==> src/verilog/i2c_flag_pkg.sv <==
// Shared types and constants for the two-wire flag sequencer.
// Assumes a single 100 MHz core clock; bus pins arrive asynchronously.
package i2c_flag_pkg;

   // ---------------------------------------------------------------
   // Sizes and counts
   // ---------------------------------------------------------------
   localparam int         DATA_W        = 8;
   localparam int         BUF_DEPTH     = 2;
   localparam logic [3:0] SYNC_LAST_CLK = 4'h8;   // Clocked synchronous byte end
   localparam logic [3:0] I2C_LAST_CLK  = 4'h9;   // Two-wire byte end, after ack
   localparam logic [3:0] ACK_SLOT_CNT  = 4'h8;   // Rises seen before the ack clock

   // ---------------------------------------------------------------
   // Link phase
   // ---------------------------------------------------------------
   typedef enum logic [1:0] {
      PH_IDLE  = 2'b00,
      PH_XFER  = 2'b01,
      PH_STALL = 2'b10
   } phase_t;

   // ---------------------------------------------------------------
   // Status and control flags seen by software
   // ---------------------------------------------------------------
   typedef struct packed {
      logic irqRequestFlag;
      logic txBufferEmptyFlag;
      logic rxBufferFullFlag;
      logic transferRequestFlag;
      logic busBusyBit;
      logic masterSelect;
      logic transmitSelect;
      logic arbitrationLostFlag;
      logic receivedAckFlag;
      logic ownAddressMatchFlag;
   } flags_t;

   localparam flags_t FLAGS_RESET = '0;

   // Software and transfer-controller strobes, one-cycle pulses
   typedef struct packed {
      logic              dataWr;
      logic              dataRd;
      logic              irqRead;
      logic              irqWr;
      logic              irqWrVal;
      logic              irtrClr;
      logic              xferAccess;
      logic              xferDone;
      logic              modeWr;
      logic              modeMst;
      logic              modeTrs;
      logic [DATA_W-1:0] wrData;
   } sw_req_t;

endpackage

==> src/verilog/i2c_master_flag_sequencer.sv <==
// Interrupt-request and transfer-state flag logic of a two-wire serial port.
// Assumes SCL and SDA are open-drain pins resolved outside; strobes in swReq
// are one-cycle pulses on ref_clk from the register side.
//
// Functional notes
// - Sync format: interrupt on eighth clock rise.
// - Two-wire format: interrupt on start condition.
// - Any empty or full setting raises interrupt.
// - Start in transmit mode sets empty flag.
// - Buffer-to-shift moves set empty/full and interrupt.
// - Clear interrupt by writing 0 after reading 1.
// - Transfer-controller access clears interrupt flag.
// - Bus-busy writes leave interrupt flag alone.
// - Slave after address match: no transfer request.
// - Controller count reached: keep requests, clear buffers.
// - Receive end, buffer empty: set full, request.
// - Receive end, buffer full: keep full, no request.
// - Data read clears receive-full flag.
// - Data write clears transmit-empty flag.
// - Master two-wire: interrupt on ninth clock rise.
// - Ack check on, ack 1: flag and interrupt.
module i2c_master_flag_sequencer
   import i2c_flag_pkg::*;
#(
   parameter int WIDTH = DATA_W,
   parameter int DEPTH = BUF_DEPTH
)
(
   input  wire logic             ref_clk,
   input  wire logic             rst_b,
   input  wire logic             sclIn,
   output      logic             sclOut,
   output      logic             sclOeN,
   input  wire logic             sdaIn,
   output      logic             sdaOut,
   output      logic             sdaOeN,
   input  wire logic             serialFormat,
   input  wire logic             ackCheckEnable,
   input  wire logic             addrMatchIn,
   input  wire sw_req_t          swReq,
   output      flags_t           flags,
   output      logic [WIDTH-1:0] rdData
);

   localparam int PW = (DEPTH > 1) ? $clog2(DEPTH) : 1;
   localparam int CW = $clog2(DEPTH + 1);
   localparam logic [PW-1:0] LAST_PTR = PW'(DEPTH - 1);
   localparam logic [CW-1:0] FULL_CNT = CW'(DEPTH);

   // ---------------------------------------------------------------
   // Helpers
   // ---------------------------------------------------------------
   // Wrapping pointer step, shared by both ends of the buffer
   function automatic logic [PW-1:0] ptrInc(input logic [PW-1:0] p);
      ptrInc = (p == LAST_PTR) ? '0 : p + PW'(1);
   endfunction

   // ---------------------------------------------------------------
   // Pin synchronisers
   // ---------------------------------------------------------------
   logic sclMeta_q;
   logic sclSync_q;
   logic sclPrev_q;
   logic sdaMeta_q;
   logic sdaSync_q;
   logic sdaPrev_q;

   // Two flops per pin, then a history flop for edge finding
   always_ff @(posedge ref_clk or negedge rst_b)
   begin
      if (!rst_b)
      begin
         sclMeta_q <= 1'b1;
         sclSync_q <= 1'b1;
         sclPrev_q <= 1'b1;
         sdaMeta_q <= 1'b1;
         sdaSync_q <= 1'b1;
         sdaPrev_q <= 1'b1;
      end
      else
      begin
         sclMeta_q <= sclIn;
         sclSync_q <= sclMeta_q;
         sclPrev_q <= sclSync_q;
         sdaMeta_q <= sdaIn;
         sdaSync_q <= sdaMeta_q;
         sdaPrev_q <= sdaSync_q;
      end
   end

   logic sclRise;
   logic sclFall;
   logic startDet;
   logic stopDet;

   // Bus events; start and stop only count while SCL stays high
   always_comb
   begin
      sclRise  = sclSync_q & ~sclPrev_q;
      sclFall  = ~sclSync_q & sclPrev_q;
      startDet = serialFormat & sclSync_q & sclPrev_q & ~sdaSync_q & sdaPrev_q;
      stopDet  = serialFormat & sclSync_q & sclPrev_q & sdaSync_q & ~sdaPrev_q;
   end

   // ---------------------------------------------------------------
   // Sequencer state
   // ---------------------------------------------------------------
   phase_t           phase_q,   phase_d;
   logic [3:0]       bitCnt_q,  bitCnt_d;
   logic [WIDTH-1:0] txShift_q, txShift_d;
   logic [WIDTH-1:0] rxShift_q, rxShift_d;
   logic [WIDTH-1:0] txHold_q,  txHold_d;
   logic [WIDTH-1:0] rxHold_q,  rxHold_d;
   flags_t           flags_q,   flags_d;
   logic             irqArmed_q, irqArmed_d;
   logic             matchSeen_q, matchSeen_d;
   logic             sdaBit_q,  sdaBit_d;
   logic             sclOeN_q,  sclOeN_d;
   logic [WIDTH-1:0] mem_q [DEPTH];
   logic [WIDTH-1:0] mem_d [DEPTH];
   logic [PW-1:0]    wrPtr_q,   wrPtr_d;
   logic [PW-1:0]    rdPtr_q,   rdPtr_d;
   logic [CW-1:0]    cnt_q,     cnt_d;

   logic [3:0]       lastClk;
   logic [3:0]       cntNext;
   logic             active;
   logic             slaveQuiet;
   logic             irqSet;
   logic             irqClr;
   logic             irtrSet;
   logic             pushValid;
   logic             pushReady;
   logic             popValid;
   logic             popReady;

   // Next-state logic for flags, shifting and the two-entry buffer
   always_comb
   begin
      phase_d     = phase_q;
      bitCnt_d    = bitCnt_q;
      txShift_d   = txShift_q;
      rxShift_d   = rxShift_q;
      txHold_d    = txHold_q;
      rxHold_d    = rxHold_q;
      flags_d     = flags_q;
      irqArmed_d  = irqArmed_q;
      matchSeen_d = matchSeen_q;
      sdaBit_d    = sdaBit_q;
      sclOeN_d    = 1'b1;
      mem_d       = mem_q;
      wrPtr_d     = wrPtr_q;
      rdPtr_d     = rdPtr_q;
      cnt_d       = cnt_q;
      irqSet      = 1'b0;
      irtrSet     = 1'b0;
      pushValid   = 1'b0;
      lastClk     = serialFormat ? I2C_LAST_CLK : SYNC_LAST_CLK;
      cntNext     = bitCnt_q + 4'h1;
      active      = serialFormat ? (phase_q != PH_IDLE) : 1'b1;
      slaveQuiet  = matchSeen_q & ~flags_q.masterSelect;

      // Mode selection from software
      if (swReq.modeWr)
      begin
         flags_d.masterSelect   = swReq.modeMst;
         flags_d.transmitSelect = swReq.modeTrs;
         if (swReq.modeMst)
            flags_d.arbitrationLostFlag = 1'b0;
      end
      if (swReq.dataWr)
      begin
         txHold_d                  = swReq.wrData;
         flags_d.txBufferEmptyFlag = 1'b0;
      end
      if (swReq.dataRd)
         flags_d.rxBufferFullFlag = 1'b0;
      // Programmed count reached: only buffer flags drop
      if (swReq.xferDone)
      begin
         flags_d.txBufferEmptyFlag = 1'b0;
         flags_d.rxBufferFullFlag  = 1'b0;
      end

      // Slave address match holds off transfer requests until start/stop
      if (!flags_q.masterSelect && addrMatchIn)
      begin
         matchSeen_d                 = 1'b1;
         flags_d.ownAddressMatchFlag = 1'b1;
      end

      // Drive the next data bit on the SCL fall; open drain, low only
      if (sclFall && active)
      begin
         if (flags_q.transmitSelect && bitCnt_q < ACK_SLOT_CNT)
         begin
            sdaBit_d  = txShift_q[WIDTH-1];
            txShift_d = {txShift_q[WIDTH-2:0], 1'b0};
         end
         else if (serialFormat && flags_q.masterSelect && !flags_q.transmitSelect
                  && bitCnt_q == ACK_SLOT_CNT)
            sdaBit_d = 1'b0;                 // Master receiver acknowledges
         else
            sdaBit_d = 1'b1;
      end

      if (sclRise && active)
      begin
         bitCnt_d = cntNext;
         if (bitCnt_q < ACK_SLOT_CNT)
            rxShift_d = {rxShift_q[WIDTH-2:0], sdaSync_q};
         // Released high but bus reads low: another master won
         if (serialFormat && flags_q.masterSelect && flags_q.transmitSelect
             && bitCnt_q < ACK_SLOT_CNT && sdaBit_q && !sdaSync_q)
         begin
            flags_d.masterSelect        = 1'b0;
            flags_d.transmitSelect      = 1'b0;
            flags_d.arbitrationLostFlag = 1'b1;
            sdaBit_d                    = 1'b1;
         end
         if (serialFormat && bitCnt_q == ACK_SLOT_CNT && flags_q.transmitSelect
             && ackCheckEnable && sdaSync_q)
         begin
            flags_d.receivedAckFlag = 1'b1;
            irqSet                  = 1'b1;
         end
         if (cntNext == lastClk)
         begin
            bitCnt_d = 4'h0;
            irqSet   = 1'b1;
            if (flags_q.transmitSelect && !flags_q.txBufferEmptyFlag)
            begin
               txShift_d                 = txHold_q;
               flags_d.txBufferEmptyFlag = 1'b1;
               irtrSet                   = 1'b1;
            end
            else if (!flags_q.transmitSelect)
               pushValid = 1'b1;
         end
      end

      // A received word the buffer cannot take holds SCL low until room
      if (phase_q == PH_STALL)
      begin
         pushValid = 1'b1;
         sclOeN_d  = 1'b0;
      end
      pushReady = (cnt_q != FULL_CNT);
      if (pushValid && !pushReady)
      begin
         phase_d  = PH_STALL;
         sclOeN_d = 1'b0;
      end
      else if (phase_q == PH_STALL)
         phase_d = PH_XFER;

      // Holding buffer takes a word only once software has emptied it
      popValid = (cnt_q != '0);
      popReady = ~flags_q.rxBufferFullFlag;
      if (popValid && popReady)
      begin
         rxHold_d                 = mem_q[rdPtr_q];
         rdPtr_d                  = ptrInc(rdPtr_q);
         flags_d.rxBufferFullFlag = 1'b1;
         irqSet                   = 1'b1;
         irtrSet                  = 1'b1;
      end
      if (pushValid && pushReady)
      begin
         mem_d[wrPtr_q] = rxShift_d;
         wrPtr_d        = ptrInc(wrPtr_q);
      end
      cnt_d = cnt_q + CW'(pushValid && pushReady) - CW'(popValid && popReady);

      // Start: in transmit mode the first frame moves holding data into the shifter
      if (startDet)
      begin
         flags_d.busBusyBit          = 1'b1;
         flags_d.ownAddressMatchFlag = 1'b0;
         matchSeen_d                 = 1'b0;
         phase_d                     = PH_XFER;
         bitCnt_d                    = 4'h0;
         irqSet                      = 1'b1;
         if (flags_q.transmitSelect)
         begin
            txShift_d                 = txHold_q;
            flags_d.txBufferEmptyFlag = 1'b1;
            irtrSet                   = 1'b1;
         end
      end
      if (stopDet)
      begin
         flags_d.busBusyBit        = 1'b0;
         flags_d.txBufferEmptyFlag = 1'b0;
         flags_d.ownAddressMatchFlag = 1'b0;
         matchSeen_d               = 1'b0;
         phase_d                   = PH_IDLE;
         sdaBit_d                  = 1'b1;
      end

      // Interrupt flag: set wins; bus-busy writes never reach it
      irqClr = (swReq.irqWr && !swReq.irqWrVal && irqArmed_q)
             | (swReq.xferAccess && !swReq.xferDone);
      flags_d.irqRequestFlag = (flags_q.irqRequestFlag & ~irqClr) | irqSet;
      if (irqClr)
         irqArmed_d = 1'b0;
      else if (swReq.irqRead && flags_q.irqRequestFlag)
         irqArmed_d = 1'b1;
      // Transfer request; other sources are told apart by flags
      flags_d.transferRequestFlag = (flags_q.transferRequestFlag & ~swReq.irtrClr)
                                  | (irtrSet & ~slaveQuiet);
   end

   // Register stage
   always_ff @(posedge ref_clk or negedge rst_b)
   begin
      if (!rst_b)
      begin
         phase_q     <= PH_IDLE;
         bitCnt_q    <= 4'h0;
         txShift_q   <= '0;
         rxShift_q   <= '0;
         txHold_q    <= '0;
         rxHold_q    <= '0;
         flags_q     <= FLAGS_RESET;
         irqArmed_q  <= 1'b0;
         matchSeen_q <= 1'b0;
         sdaBit_q    <= 1'b1;
         sclOeN_q    <= 1'b1;
         mem_q       <= '{default: '0};
         wrPtr_q     <= '0;
         rdPtr_q     <= '0;
         cnt_q       <= '0;
      end
      else
      begin
         phase_q     <= phase_d;
         bitCnt_q    <= bitCnt_d;
         txShift_q   <= txShift_d;
         rxShift_q   <= rxShift_d;
         txHold_q    <= txHold_d;
         rxHold_q    <= rxHold_d;
         flags_q     <= flags_d;
         irqArmed_q  <= irqArmed_d;
         matchSeen_q <= matchSeen_d;
         sdaBit_q    <= sdaBit_d;
         sclOeN_q    <= sclOeN_d;
         mem_q       <= mem_d;
         wrPtr_q     <= wrPtr_d;
         rdPtr_q     <= rdPtr_d;
         cnt_q       <= cnt_d;
      end
   end

   // ---------------------------------------------------------------
   // Outputs from flops, sclOut tied low; pins only ever pull low
   // ---------------------------------------------------------------
   always_comb
   begin
      flags  = flags_q;
      rdData = rxHold_q;
      sdaOut = sdaBit_q;
      sdaOeN = sdaBit_q;
      sclOut = 1'b0;
      sclOeN = sclOeN_q;
   end

endmodule

==> config.mk <==
export PLATFORM = sky130hd
export DESIGN_NAME = i2c_master_flag_sequencer
export DESIGN_NICKNAME = d
export VERILOG_FILES = /design/src/verilog/i2c_flag_pkg.sv /design/src/verilog/i2c_master_flag_sequencer.sv
export SDC_FILE = /design/constraint.sdc
export NUM_CORES = 1
export LEC_CHECK = 0
export BUFFER_PORTS_ARGS = -buffer_cell sky130_fd_sc_hd__buf_2
export CORE_UTILIZATION = 56
export CTS_CLUSTER_DIAMETER = 30
export DETAILED_ROUTE_END_ITERATION = 12
export PLACE_DENSITY_LB_ADDON = 0.2
export REMOVE_ABC_BUFFERS = 1
export SLEW_MARGIN = 20
export SYNTH_ARGS = -nofsm -noshare
export SYNTH_HDL_FRONTEND = slang
export SYNTH_SLANG_ARGS = --single-unit
==> constraint.sdc <==
create_clock -name ref_clk -period 3.65 [get_ports ref_clk]
set_input_delay 0.365 -clock ref_clk [delete_from_list [all_inputs] [get_ports ref_clk]]
set_output_delay 0.365 -clock ref_clk [all_outputs]
set_load 0.01 [all_outputs]
## Word-level counts from Yosys, hierarchy flattened

Cells that the tools add are included.

| storage, ports and cells | value |
|---|---|
| logic and storage cells | 181 |
| input port bits | 26 |
| ROM bits | 0 |
| output and inout port bits | 22 |
| bits in registers | 77 |
| bits in latches | 0 |
| memory bits (writable) | 0 |
| memories | 0 |

| operators by class | value |
|---|---|
| reduce and logical (&&, ||, !) cells | 40 |
| multiply operators | 0 |
| mux-type cells | 72 |
| div/mod/pow operators | 0 |
| magnitude comparators | 4 |
| eq/ne operators | 4 |
| shift-type cells | 0 |
| bitwise operators | 26 |
| $add $sub $neg | 5 |

Operators by type and width:

| cell | number |
|---|---|
| 2-to-1 mux 8 bit | 13 |
| 2-to-1 mux 1 bit | 46 |
| logical AND 1 bit | 24 |
| bitwise mux 16 bit | 1 |
| 2-to-1 mux 4 bit | 4 |
| AND 1 bit | 12 |
| 2-to-1 mux 2 bit | 5 |
| nonzero test 2 bit | 5 |
| inverter 1 bit | 9 |
| demux 8 bit (select 1 bit) | 1 |
| logical NOT 1 bit | 7 |
| 2-to-1 mux 3 bit | 2 |
| nonzero test 3 bit | 2 |
| adder 4 x 1 -> 4 bit (second input constant) | 1 |
| equality test 4 bit | 1 |
| equality test 4 bit (second input constant) | 1 |
| >= comparator 2 bit (second input constant) | 2 |
| < comparator 4 bit (second input constant) | 1 |
| inverter 1 -> 2 bit | 2 |
| nonzero test 4 bit | 1 |
| bitwise OR 1 bit | 3 |
| adder 1 bit (second input constant) | 2 |
| adder 2 x 1 -> 2 bit | 1 |
| equality test 2 bit (second input constant) | 1 |
| other kinds (4) | 4 |

## Longest topological paths before layout

Gate-level depths: netlist of run 1.

| logic depth | value |
|---|---|
| word-level depth | 11 |
| gate-level depth with buffers | 10 |
| depth with buffers taken out | 10 |

## Least setup slack after synthesis of run 1

No wires, ideal clock.

| timing path | value |
|---|---|
| kind | flip-flop to flip-flop |
| start point | register bitCnt_q[0] |
| end point | register cnt_q[1] |
| period minus slack after synthesis | 2612 ps |
| slack | 1038 ps |
| stages on the path, launching flop included | 11 |
| required time | 3527 ps |
| library setup time | 123 ps |
| data arrival time | 2489 ps |
| path buffers | 0 |
| path through | dfrtp_1 -> ha_1 -> xor2_1 -> or3_4 -> nor4_4 -> o21ai_0 -> ha_1 -> inv_1 -> ha_1 -> xnor2_1 -> xnor2_1 |

| on the way | value |
|---|---|
| longest elaborated chain between the ends | 8 |

RTL lines:

| what | line | text |
|---|---|---|
| start, declared | i2c_master_flag_sequencer.sv:109 | `logic [3:0] bitCnt_q, bitCnt_d;` |
| start signal, assigned | i2c_master_flag_sequencer.sv:338 | `bitCnt_q <= bitCnt_d;` |
| adder 4 x 1 -> 4 bit | i2c_master_flag_sequencer.sv:159 | `cntNext = bitCnt_q + 4'h1;` |
| equality test 4 bit | i2c_master_flag_sequencer.sv:227 | `if (cntNext == lastClk)` |
| 2-to-1 mux 1 bit | i2c_master_flag_sequencer.sv:227 |  |
| 2-to-1 mux 1 bit | i2c_master_flag_sequencer.sv:207 | `if (sclRise && active)` |
| 2-to-1 mux 1 bit | i2c_master_flag_sequencer.sv:243 | `if (phase_q == PH_STALL)` |
| logical AND 1 bit | i2c_master_flag_sequencer.sv:273 | `cnt_d = cnt_q + CW'(pushValid && pushReady) - CW'(popValid && popReady);` |
| adder 2 x 1 -> 2 bit | i2c_master_flag_sequencer.sv:273 |  |
| subtractor 2 x 1 -> 2 bit | i2c_master_flag_sequencer.sv:273 |  |
| named net cnt_d[1] | i2c_master_flag_sequencer.sv:123 | `logic [CW-1:0] cnt_q, cnt_d;` |
| end signal, assigned | i2c_master_flag_sequencer.sv:351 | `cnt_q <= cnt_d;` |
| end, declared | i2c_master_flag_sequencer.sv:123 |  |

The timed path passes the listed nets, and every way through them passes these cells.
A chain may end at the register's enable or synchronous reset.

## Final worst setup path of run 1

Same ends and word-level chain as after synthesis.

==> summary.md, run 1 <==
| Metric | Value |
|---|---|
| Top cell family by delay on the critical path | `simple AND/OR/NAND/NOR gates` |
| CP Launch Type | `register` |
| Critical Path Stages | `10` |
| Worst reg2reg setup slack | `830 ps` |
| Max-cap viol count | `0` |
| GRT Util Overall | `0.214` |
| Number of synthesized flops with an enable pin | `0` |
| Initial antenna violation count | `0` |
| CP Data Required Time | `3920 ps` |
| Clock buffer depth | `2` |
| Num CTS Buffers | `9` |
| Grt total ovfl | `0` |
| Syn Inst Count | `265` |
| First-pass GRT wire length | `9950 um` |
| PnR worst setup slack | `832 ps` |
| Worst skew pair latency | `350 ps` |
| Starting DRT DRC Count | `154` |
| Period utilisation layout | `0.772` |
| Final min period | `2820 ps` |
| GPL Wtd Cong | `0.748` |
| Tightest Pin Transition | `918 ps` |
| Crit-path cells | `ha_1, xor2_1, or3_4, nor4_4, o21ai_0, ha_1, inv_1, ha_1, xnor2_1, xnor2_1` |
| Diodes inserted | `0` |
| Post-CTS Hold Fix Bufs | `0` |
| Top_reg_cell synth | `dfrtp_1` |
| Leakage | `1.83 nW` |
| Mapped Area | `0.00334 mm2` |
| Final hold violation count | `0` |
| Starting Density | `0.592` |
| Ys Warns | `0` |
| Bufs and invs on worst path | `1` |
| I/O Pins | `48` |
| Area Growth Syn to Fin | `14.2%` |
| Slew Viols, Final | `0` |
| Hpwl dp | `4110 um` |
| FMAX | `355 MHz` |
| RSZ-0062 raised after global routing | `false` |
| Reg clk slew, reported paths | `80 ps` |
| DR vias | `2151` |
| Routed len/inst | `15.4 um` |
| Setup TNS Final | `0 ps` |
| Share of cells above drive strength 1 | `0.387` |
| Pin count of the biggest net entering global routing | `78` |
| Relative slew margins | `0.388` |
| Worst hold path stage count | `1` |
| Placement Cell Area | `0.00362 mm2` |
| Die X-Extent | `79.2 um` |
| Arrival time worst endpoint | `3090 ps` |
| Core area | `0.00564 mm2` |
| Die H | `79.2 um` |
| Setup bufs post-CTS | `0` |
| Mean Syn Cell Area | `12.6 um2` |
| #FFs+latches synth | `77` |
| Die Area | `0.00628 mm2` |
| HP Class | `in -> reg` |
| Final ANT Viol Nets | `0` |
| Seq/Total Area, Yosys | `0.580` |
| CP max-delay cell | `dfrtp_1` |
| Worst Reg2Reg Path Length in Cells | `10` |
| Pre-CTS setup slack | `873 ps` |
| CTS tree | `yes` |
| WS Path Type | `reg -> reg` |
| Vias per inst | `5.52` |
| Status | `finished, final reports clean` |
| Site Rows | `27` |
| Clock Skews | `9.13 ps` |
| Worst vdd ir | `0.346 mV` |
| # nets final | `343` |
| CTS resizes | `0` |
| Clock Root Buffer | `clkbuf_8` |
| Vias in the first global route | `2063` |
| Critical path endpoint category | `register` |
| Yosys cell types | `46` |
| Final setup viols | `0` |
| CP max stage delay | `450 ps` |
| Power per standard cell area | `624 mW/mm2` |
| Crit Path Max Fanout | `6` |
| Detailed Routing Iterations Pass 1 | `4` |
| CP most frequent cell | `ha_1` |
| Total wire length | `6000 um` |
| H-tree depth | `3` |
| Finished Cell Area | `0.00381 mm2` |
| Async S/R FF share, synth | `1.00` |
| PortBufs | `46` |
| # clock sinks | `77` |
| Drt drc | `0` |
worst reg2reg max path, stage by stage (launching register included):
cell and delay, ps:
dfrtp_1 450, ha_1 270, xor2_1 170, or3_4 420, nor4_4 380, o21ai_0 220
ha_1 310, inv_1 40, ha_1 180, xnor2_1 160, xnor2_1 130
per-layer routing:
metal,global-route usage,up-vias,part of all wire
met5,0,-,0
met3,0.0425,13,0.040
met4,0.107,0,0.021
li1,-,1030,-
met1,0.295,1050,0.48
met2,0.324,58,0.45
final cells by class:
| class | instances | area, um2 |
|---|---|---|
| multi-input cells | 169 | 1320 |
| repair buffers | 47 | 240 |
| clock inverters | 4 | 50.0 |
| flip-flops and latches | 77 | 1940 |
| clock buffers | 12 | 145 |
| well taps | 72 | 90.1 |
| inverters | 9 | 33.8 |
| fillers | 430 | 1830 |
worst paths after layout:
path | endpoint | start
worst max-delay path | cnt_q[1] | bitCnt_q[0]
worst min-delay path | sclMeta_q | sclIn
worst max register to register | cnt_q[1] | bitCnt_q[0]
worst min register to register | sclSync_q | sclMeta_q
max in group asynchronous | mem_q[2] | rst_b
min in group asynchronous | rdData[6] | rst_b
synth_stat cells (2+ instances only):
library cell	number	area share
dfstp_2	8	0.063
or3_1	3	0.0056
a21o_1	3	0.0067
o2bb2ai_1	2	0.0052
xnor2_1	5	0.013
o22ai_1	2	0.0037
dfrtp_1	69	0.52
or2_2	2	0.0037
o21ai_2	2	0.0052
a211oi_1	3	0.0067
o21ai_0	17	0.025
buf_2	2	0.0030
nor2_1	12	0.013
mux2i_1	9	0.027
inv_1	9	0.010
xor2_1	2	0.0052
ha_1	4	0.015
nand2b_1	3	0.0056
clkbuf_1	5	0.0056
nor3_1	7	0.010
mux2_2	44	0.15
buf_4	3	0.0067
a21oi_1	2	0.0030
nand2_1	23	0.026
nor2b_1	3	0.0056
cell usage in the layout (no fill, tap or decap), drive strengths merged, types with 3 or more instances in the layout:
cell type	netlist	final
o21ai	19	19
inv	9	9
mux2i	9	9
ha	4	4
dfstp	8	8
a21o	3	3
nor2b	3	3
or3	4	4
nand2	23	23
clkbuf	5	12
xnor2	5	5
mux2	45	45
nor2	12	12
dfrtp	69	69
a211oi	3	3
nor3	7	7
buf	5	47
nor4	3	3
nand2b	3	3
where the power goes:
group	total [mW]	internal, mW	switching (mW)
Clock	0.642	0.334	0.308
Combinational	0.568	0.282	0.286
Sequential	1.17	1.03	0.139
state kept, by name (all words and copies together), names as in the netlist, 2 cells and up:
signal and flops:
rxShift_q 8, bitCnt_q 4, mem_q 16, flags 9, cnt_q 2, txHold_q 8, txShift_q 8, rdData 8
phase_q 2
logic make-up (layout without fill, tap and decap cells):
| group | after synthesis | count (layout) | share of synthesized area |
|---|---|---|---|
| other | 1 | 1 | 0.00112 |
| adders and majority gates | 4 | 4 | 0.0150 |
| and+or+nand+nor | 64 | 64 | 0.104 |
| AOI/OAI and AO/OA | 39 | 39 | 0.0776 |
| buffers and inverters | 19 | 72 | 0.0255 |
| DFF | 77 | 77 | 0.580 |
| xor gates and xnor gates | 7 | 7 | 0.0184 |
| muxes | 54 | 54 | 0.179 |
per-stage QoR:
step	hold slack, ps	cells	power, mW	utilization
2_1_floorplan	69.4	255	1.57	-
3_3_place_gp	347	374	1.72	0.641
3_5_place_dp	347	374	1.75	0.641
4_1_cts	99.8	390	2.39	0.676
5_1_grt	103	390	2.51	0.676
6_report	113	390	2.38	0.676
Note: power is estimated with default switching activity, not from simulation.
==> inputs of run 2 (changes only) <==
Settings changed: ABC_AREA set to 1, CORE_UTILIZATION 56 to 57.
Clock period 3.65 ns to 2.7 ns, I/O delays scaled along.
==> run 2 against run 1 <==
  * Via count rose by 19%
  * Area after synthesis rose by 2.8%
  * Critical path type unchanged
  * Maximum frequency grew 18%
  * Sequential power grew 51%
  * Global-route usage up 1.7 points
  * Clock-buffer cell count shrank 1
  * Non-clock buffer count did not move
  * Hold slack lost 95 ps
==> summary.md, run 2 <==
| Metric | Value |
|---|---|
| Seq/Total Area, Yosys | `0.564 (-0.0156)` |
| WS Path Type | `reg -> reg` |
| Bufs and invs on worst path | `3 (+2)` |
| Total wire length | `6410 um (+7.0%)` |
| Relative slew margins | `0.372 (-0.0159)` |
| Max-cap viol count | `0 (unchanged)` |
| Biggest register | `mem_q` |
| Tightest Pin Transition | `942 ps (+23.8 ps)` |
| Worst skew pair latency | `350 ps (about the same)` |
| FMAX | `417 MHz (+18%)` |
| Period utilisation layout | `0.888 (+0.116)` |
| Largest family of logic cells by synthesized area | `simple AND/OR/NAND/NOR gates` |
| Die X-Extent | `79.6 um (+0.47%)` |
| Clock Skews | `9.87 ps (+0.745 ps)` |
| Synth Area in Simple Gates | `0.191 (+0.0876)` |
| Setup TNS Final | `0 ps (unchanged)` |
| Site Rows | `27 (unchanged)` |
| Fill cell count | `436 (+1.4%)` |
| Synth area leaders | `dfrtp_1 (50%), nand2_1 (10%), inv_1 (6.3%)` |
| Post-synthesis adder-cell area fraction | `0.0146 (-0.000404)` |
| Routed len/inst | `12.8 um (-17%)` |
| Setup bufs post-CTS | `0 (unchanged)` |
| Crit Path Max Fanout | `6 (unchanged)` |
| Yosys cell types | `36 (-22%)` |
| Power per standard cell area | `996 mW/mm2 (+60%)` |
| Leading area contributor after synthesis | `dfrtp_1` |
| CTS resizes | `0 (unchanged)` |
| Async S/R FF share, synth | `1.00 (unchanged)` |
| GPL Wtd Cong | `0.813 (+8.7%)` |
| Most common cell after layout, fill and taps aside | `nand2_1` |
| Core area | `0.00564 mm2 (unchanged)` |
| Reg clk slew, reported paths | `80 ps (about the same)` |
| Final ANT Viol Nets | `0 (unchanged)` |
| Die H | `79.6 um (+0.47%)` |
| Vias per inst | `5.12 (-7.2%)` |
| GRT Util Overall | `0.231 (+0.0169)` |
| Number of synthesized flops with an enable pin | `0 (unchanged)` |
| Final setup viols | `0 (unchanged)` |
| CP max stage delay | `440 ps (about the same)` |
| Mapped Area | `0.00343 mm2 (+2.8%)` |
| CP max-delay cell | `dfrtp_1` |
| Grt total ovfl | `0 (unchanged)` |
| Share of cells above drive strength 1 | `0.220 (-0.167)` |
| Die Area | `0.00634 mm2 (+0.95%)` |
| HP Class | `in -> reg` |
| #FFs+latches synth | `77 (unchanged)` |
| RSZ-0062 raised after global routing | `false` |
| Post-synth top area share | `0.503 (-0.0139)` |
| Max FFs per register | `16 (unchanged)` |
| CP Data Required Time | `2930 ps (-990 ps)` |
| Top_reg_cell synth | `dfrtp_1` |
| Drt drc | `0 (unchanged)` |
| CTS tree | `yes` |
| Final min period | `2400 ps (-421 ps)` |
| Critical path endpoint category | `register` |
| Synth cell count leaders | `nand2_1 (92), dfrtp_1 (69), inv_1 (58)` |
| Final core utilization | `0.692 (+0.0162)` |
| XOR/XNOR Fraction of Synth Area | `0.00766 (-0.0107)` |
| Register area | `0.00194 mm2 (unchanged)` |
| CP Launch Type | `register` |
| Crit-path cells | `inv_1, ha_1, inv_1, nand2_1, nor2_1, nand2_1, nor2_4, nand2_2, nand2_4, nand2_1, ha_1, inv_1, ha_1, xnor2_1, xor2_1` |
| Worst vdd ir | `0.485 mV (+40%)` |
| PortBufs | `46 (unchanged)` |
| Syn Inst Count | `376 (+42%)` |
| Initial antenna violation count | `0 (unchanged)` |
| Area Growth Syn to Fin | `13.8%` |
| DR vias | `2558 (+19%)` |
| Final hold violation count | `0 (unchanged)` |
| Placement Cell Area | `0.00368 mm2 (+1.7%)` |
| Hpwl dp | `4480 um (+8.9%)` |
| Starting DRT DRC Count | `150 (-2.6%)` |
| Arrival time worst endpoint | `2630 ps (-460 ps)` |
| Multiplexer share of the synthesized area | `0.00328 (-0.175)` |
| Finished Cell Area | `0.00391 mm2 (+2.4%)` |
| Ys Warns | `0 (unchanged)` |
| Status | `finished, final reports clean` |
| First-pass GRT wire length | `10900 um (+9.2%)` |
| Area of the multi-input gates | `0.00119 mm2 (-9.6%)` |
| Top cell family by delay on the critical path | `adder cells` |
| Detailed Routing Iterations Pass 1 | `4 (unchanged)` |
| Clock buffer depth | `2 (unchanged)` |
| # clock sinks | `77 (unchanged)` |
| Post-synthesis compound-gate area fraction | `0.129 (+0.0515)` |
| Mean Syn Cell Area | `9.13 um2 (-28%)` |
| Leakage | `1.92 nW (+4.5%)` |
| # nets final | `453 (+32%)` |
| I/O Pins | `48 (unchanged)` |
| Most frequent cells in the layout | `nand2_1 (92), dfrtp_1 (69), inv_1 (58), buf_2 (45), nor2_1 (30)` |
| Starting Density | `0.608 (+0.0164)` |
| Slew Viols, Final | `0 (unchanged)` |
| Vias in the first global route | `2412 (+17%)` |
| Num CTS Buffers | `9 (unchanged)` |
| Pin count of the biggest net entering global routing | `78 (unchanged)` |
| Most common cell in the netlist | `nand2_1` |
| Diodes inserted | `0 (unchanged)` |
| Clock Root Buffer | `clkbuf_8` |
| H-tree depth | `3 (unchanged)` |
| Post-CTS Hold Fix Bufs | `0 (unchanged)` |
-- run 2: cell types whose count changed after synthesis, sizes merged, moves of 9 or more --
| cell | previous run | this run |
|---|---|---|
| nor2 | 12 | 33 |
| nand3 | 1 | 12 |
| nand2 | 23 | 97 |
| mux2 | 45 | 1 |
| inv | 9 | 59 |
| o21ai | 19 | 43 |
| a31oi | 0 | 9 |
| mux2i | 9 | 0 |
-- run 2: power breakdown --
part	switching [mW]	internal (mW)	total [mW]
Combinational	0.702	0.444	1.15
Clock	0.426	0.548	0.974
Sequential	0.243	1.53	1.77
-- run 2: logic make-up (layout without fill, tap and decap cells) --
kind of cell | count (synthesis) | count (layout)
multiplexers | 1 | 1
XOR/XNOR | 3 | 3
AND/OR/NAND/NOR | 148 | 148
adder cells (fa/ha/maj) | 4 | 4
AO/OA/AOI/OAI | 72 | 72
other | 1 | 1
buffers and inverters | 70 | 122
flip-flops | 77 | 77
-- run 2: layout make-up --
type                    instances  share of cell area
inverters                      59              0.0567
flip-flops and latches         77               0.496
clock buffers                  11              0.0362
well taps                      72              0.0231
clock inverters                 5              0.0215
multi-input cells             229               0.305
repair buffers                 47              0.0615
-- run 2: final timing paths --
path / depth (start not counted) / start / to / slack, ps
worst max-delay path: 15 / bitCnt_q[0] / cnt_q[1] / 300
worst min-delay path: 1 / sdaIn / sdaMeta_q / 20
worst max register to register: 15 / bitCnt_q[0] / cnt_q[1] / 300
worst min register to register: 0 / sdaMeta_q / sdaSync_q / 360
max in group asynchronous: 1 / rst_b / cnt_q[0] / 2030
min in group asynchronous: 1 / rst_b / flags[1] / 60
-- run 2: metal layers --
metal / track usage / wire length, um
met5: 0 / 0
met4: 0.111 / 112
met3: 0.0411 / 223
met2: 0.376 / 3180
met1: 0.299 / 2890
-- run 2: metrics by stage --
step / power [mW] / setup WS (ps) / hold WS (ps) / cells
after floorplan: 2.55 / 475 / -25.6 / 365
after global placement: 2.86 / 418 / 345 / 484
after detailed placement: 2.94 / 322 / 349 / 484
after CTS: 3.92 / 304 / 6.05 / 500
after global routing: 4.16 / 162 / 1.79 / 500
final: 3.89 / 303 / 17.8 / 500
==> inputs of run 3 (changes only) <==
Settings changed: ABC_AREA 1 to unset, CORE_UTILIZATION 57 to 56.
==> run 3 against run 2 <==
  * Wire length shrank 8.5%
  * Largest power group unchanged
  * Hold slack gained 8.0 ps
  * First-iteration DRC count down 15%
==> summary.md, run 3 (synthesis gave the netlist of run 1 again) <==
| Metric | Value |
|---|---|
| Power per standard cell area | `844 mW/mm2 (-15%)` |
| Crit-path cells | `ha_1, xor2_1, or3_4, nor4_4, o21ai_2, ha_1, inv_1, ha_1, xnor2_1, xnor2_1` |
| Pwr Total | `3.26 mW (-16%)` |
| Critical Path Stages | `10 (-5)` |
| Biggest register | `mem_q` |
| Placement Cell Area | `0.00365 mm2 (-0.85%)` |
| Clock buffer depth | `2 (unchanged)` |
| CP max-delay cell | `dfrtp_2` |
| Drt drc | `0 (unchanged)` |
| # nets final | `347 (-23%)` |
| Site Rows | `27 (unchanged)` |
| Die Area | `0.00628 mm2 (-0.94%)` |
| HP Class | `in -> reg` |
| Clock Root Buffer | `clkbuf_8` |
| Slew Viols, Final | `0 (unchanged)` |
| Setup TNS Final | `0 ps (unchanged)` |
| Die H | `79.2 um (-0.47%)` |
| PnR worst setup slack | `267 ps (-36.7 ps)` |
| CP most frequent cell | `ha_1` |
| Pre-CTS setup slack | `80.5 ps (-242 ps)` |
| Worst Reg2Reg Path Length in Cells | `10 (-5)` |
| Reg-to-Reg Start | `bitCnt_q[0]` |
| WS Path Type | `reg -> reg` |
| Final min period | `2430 ps (+36.7 ps)` |
| Worst r2r dst | `cnt_q[1]` |
| Final core utilization | `0.685 (-0.00754)` |
| Area Growth Syn to Fin | `15.7%` |
| Arrival time worst endpoint | `2700 ps (+70 ps)` |
| Leakage | `1.87 nW (-2.6%)` |
| Max-cap viol count | `0 (unchanged)` |
| Detailed Routing Iterations Pass 1 | `4 (unchanged)` |
| Final ANT Viol Nets | `0 (unchanged)` |
| Vias in the first global route | `2108 (-13%)` |
| Final hold violation count | `0 (unchanged)` |
| Crit path to | `cnt_q[1]` |
| Most common cell after layout, fill and taps aside | `dfrtp_1` |
| H-tree depth | `3 (unchanged)` |
| PortBufs | `46 (unchanged)` |
| Worst hold margin | `25.8 ps (+8.02 ps)` |
| Worst vdd ir | `0.390 mV (-20%)` |
| Bufs and invs on worst path | `1 (-2)` |
| Grt total ovfl | `0 (unchanged)` |
| CP Data Required Time | `2970 ps (+40 ps)` |
| Initial antenna violation count | `0 (unchanged)` |
| Top cell family by delay on the critical path | `adder cells` |
| GPL Wtd Cong | `0.776 (-4.5%)` |
| CP Launch Type | `register` |
| CTS tree | `yes` |
| Starting DRT DRC Count | `127 (-15%)` |
| Worst skew pair latency | `340 ps (about the same)` |
| DR vias | `2122 (-17%)` |
| Finished Layout Cells | `394 (-21%)` |
| Total wire length | `5870 um (-8.5%)` |
| GRT Util Overall | `0.213 (-0.0182)` |
| Max FFs per register | `16 (unchanged)` |
| Relative slew margins | `0.384 (+0.0119)` |
| # clock sinks | `77 (unchanged)` |
| Cell total after placement | `378 (-22%)` |
| Num CTS Buffers | `9 (unchanged)` |
| Share of cells above drive strength 1 | `0.398 (+0.178)` |
| Crit Path Max Fanout | `6 (unchanged)` |
| Die X-Extent | `79.2 um (-0.47%)` |
| Reg clk slew, reported paths | `70 ps (about the same)` |
| CP max stage delay | `440 ps (about the same)` |
| Period utilisation layout | `0.901 (+0.0136)` |
| Core area | `0.00564 mm2 (unchanged)` |
| Status | `finished, final reports clean` |
| Critical path endpoint category | `register` |
| Diodes inserted | `0 (unchanged)` |
| Crit. Startpoint | `bitCnt_q[0]` |
| First-pass GRT wire length | `9900 um (-8.8%)` |
| Starting Density | `0.592 (-0.0164)` |
| Post-CTS Hold Fix Bufs | `0 (unchanged)` |
| Clock Skews | `10.5 ps (+0.625 ps)` |
| Most frequent cells in the layout | `dfrtp_1 (68), buf_2 (45), mux2_2 (44), nand2_1 (23), o21ai_0 (16)` |
| I/O Pins | `48 (unchanged)` |
| Final setup viols | `0 (unchanged)` |
| Pin count of the biggest net entering global routing | `78 (unchanged)` |
| Routed len/inst | `14.9 um (+16%)` |
| RSZ-0062 raised after global routing | `false` |
| FMAX | `411 MHz (-1.5%)` |
| Finished Cell Area | `0.00386 mm2 (-1.1%)` |
| Vias per inst | `5.39 (+5.3%)` |
| Tightest Pin Transition | `924 ps (-17.9 ps)` |
| Fill cell count | `421 (-3.4%)` |
| Worst reg2reg setup slack | `270 ps (-40 ps)` |
| Hpwl dp | `3970 um (-11%)` |
run 3: cell count changes in the layout (fill, tap and decap cells not counted), moves of 9 or more:
cell	change
a31oi_1	-9
nand2_1	-69
mux2_2	+43
inv_1	-49
o21ai_0	-9
mux2i_1	+9
nor2_1	-18
nand3_1	-9
run 3: where the power goes:
part           leakage [nW]  internal [mW]  switching (mW)
Combinational         0.794          0.382           0.378
Clock                 0.105          0.522           0.401
Sequential            0.968           1.39           0.183
run 3: metal layers:
metal	part of all wire	track usage	routed length (um)
met1	0.50	0.294	2920
met3	0.037	0.0379	220
met2	0.45	0.318	2620
met5	0	0	0
met4	0.018	0.120	106
run 3: area by class of cell:
class	instances	area (um2)	area share
flip-flops and latches	77	1940	0.502
multi-input cells	169	1320	0.342
repair buffers	51	270	0.0700
clock buffers	12	135	0.0350
well taps	72	90.1	0.0233
clock inverters	4	73.8	0.0191
inverters	9	33.8	0.00875
run 3: worst min path at each step:
stage	endpoint	slack, ps	depth (start not counted)	startpoint
3_5_place_dp	sclSync_q	350	0	sclMeta_q
4_1_cts	sdaMeta_q	7	1	sdaIn
3_3_place_gp	sdaSync_q	350	0	sdaMeta_q
6_report	sdaMeta_q	30	1	sdaIn
2_1_floorplan	bitCnt_q[0]	-30	0	rst_b
5_1_grt	sdaMeta_q	6	1	sdaIn
run 3: repair_timing:
| action | 4_1_cts | 5_1_grt |
|---|---|---|
| endpoints found under the setup margin | 0 | 1 |
| hold endpoints to repair | 0 | 0 |
| resized for setup | 0 | 3 |
| setup buffers | 0 | 0 |
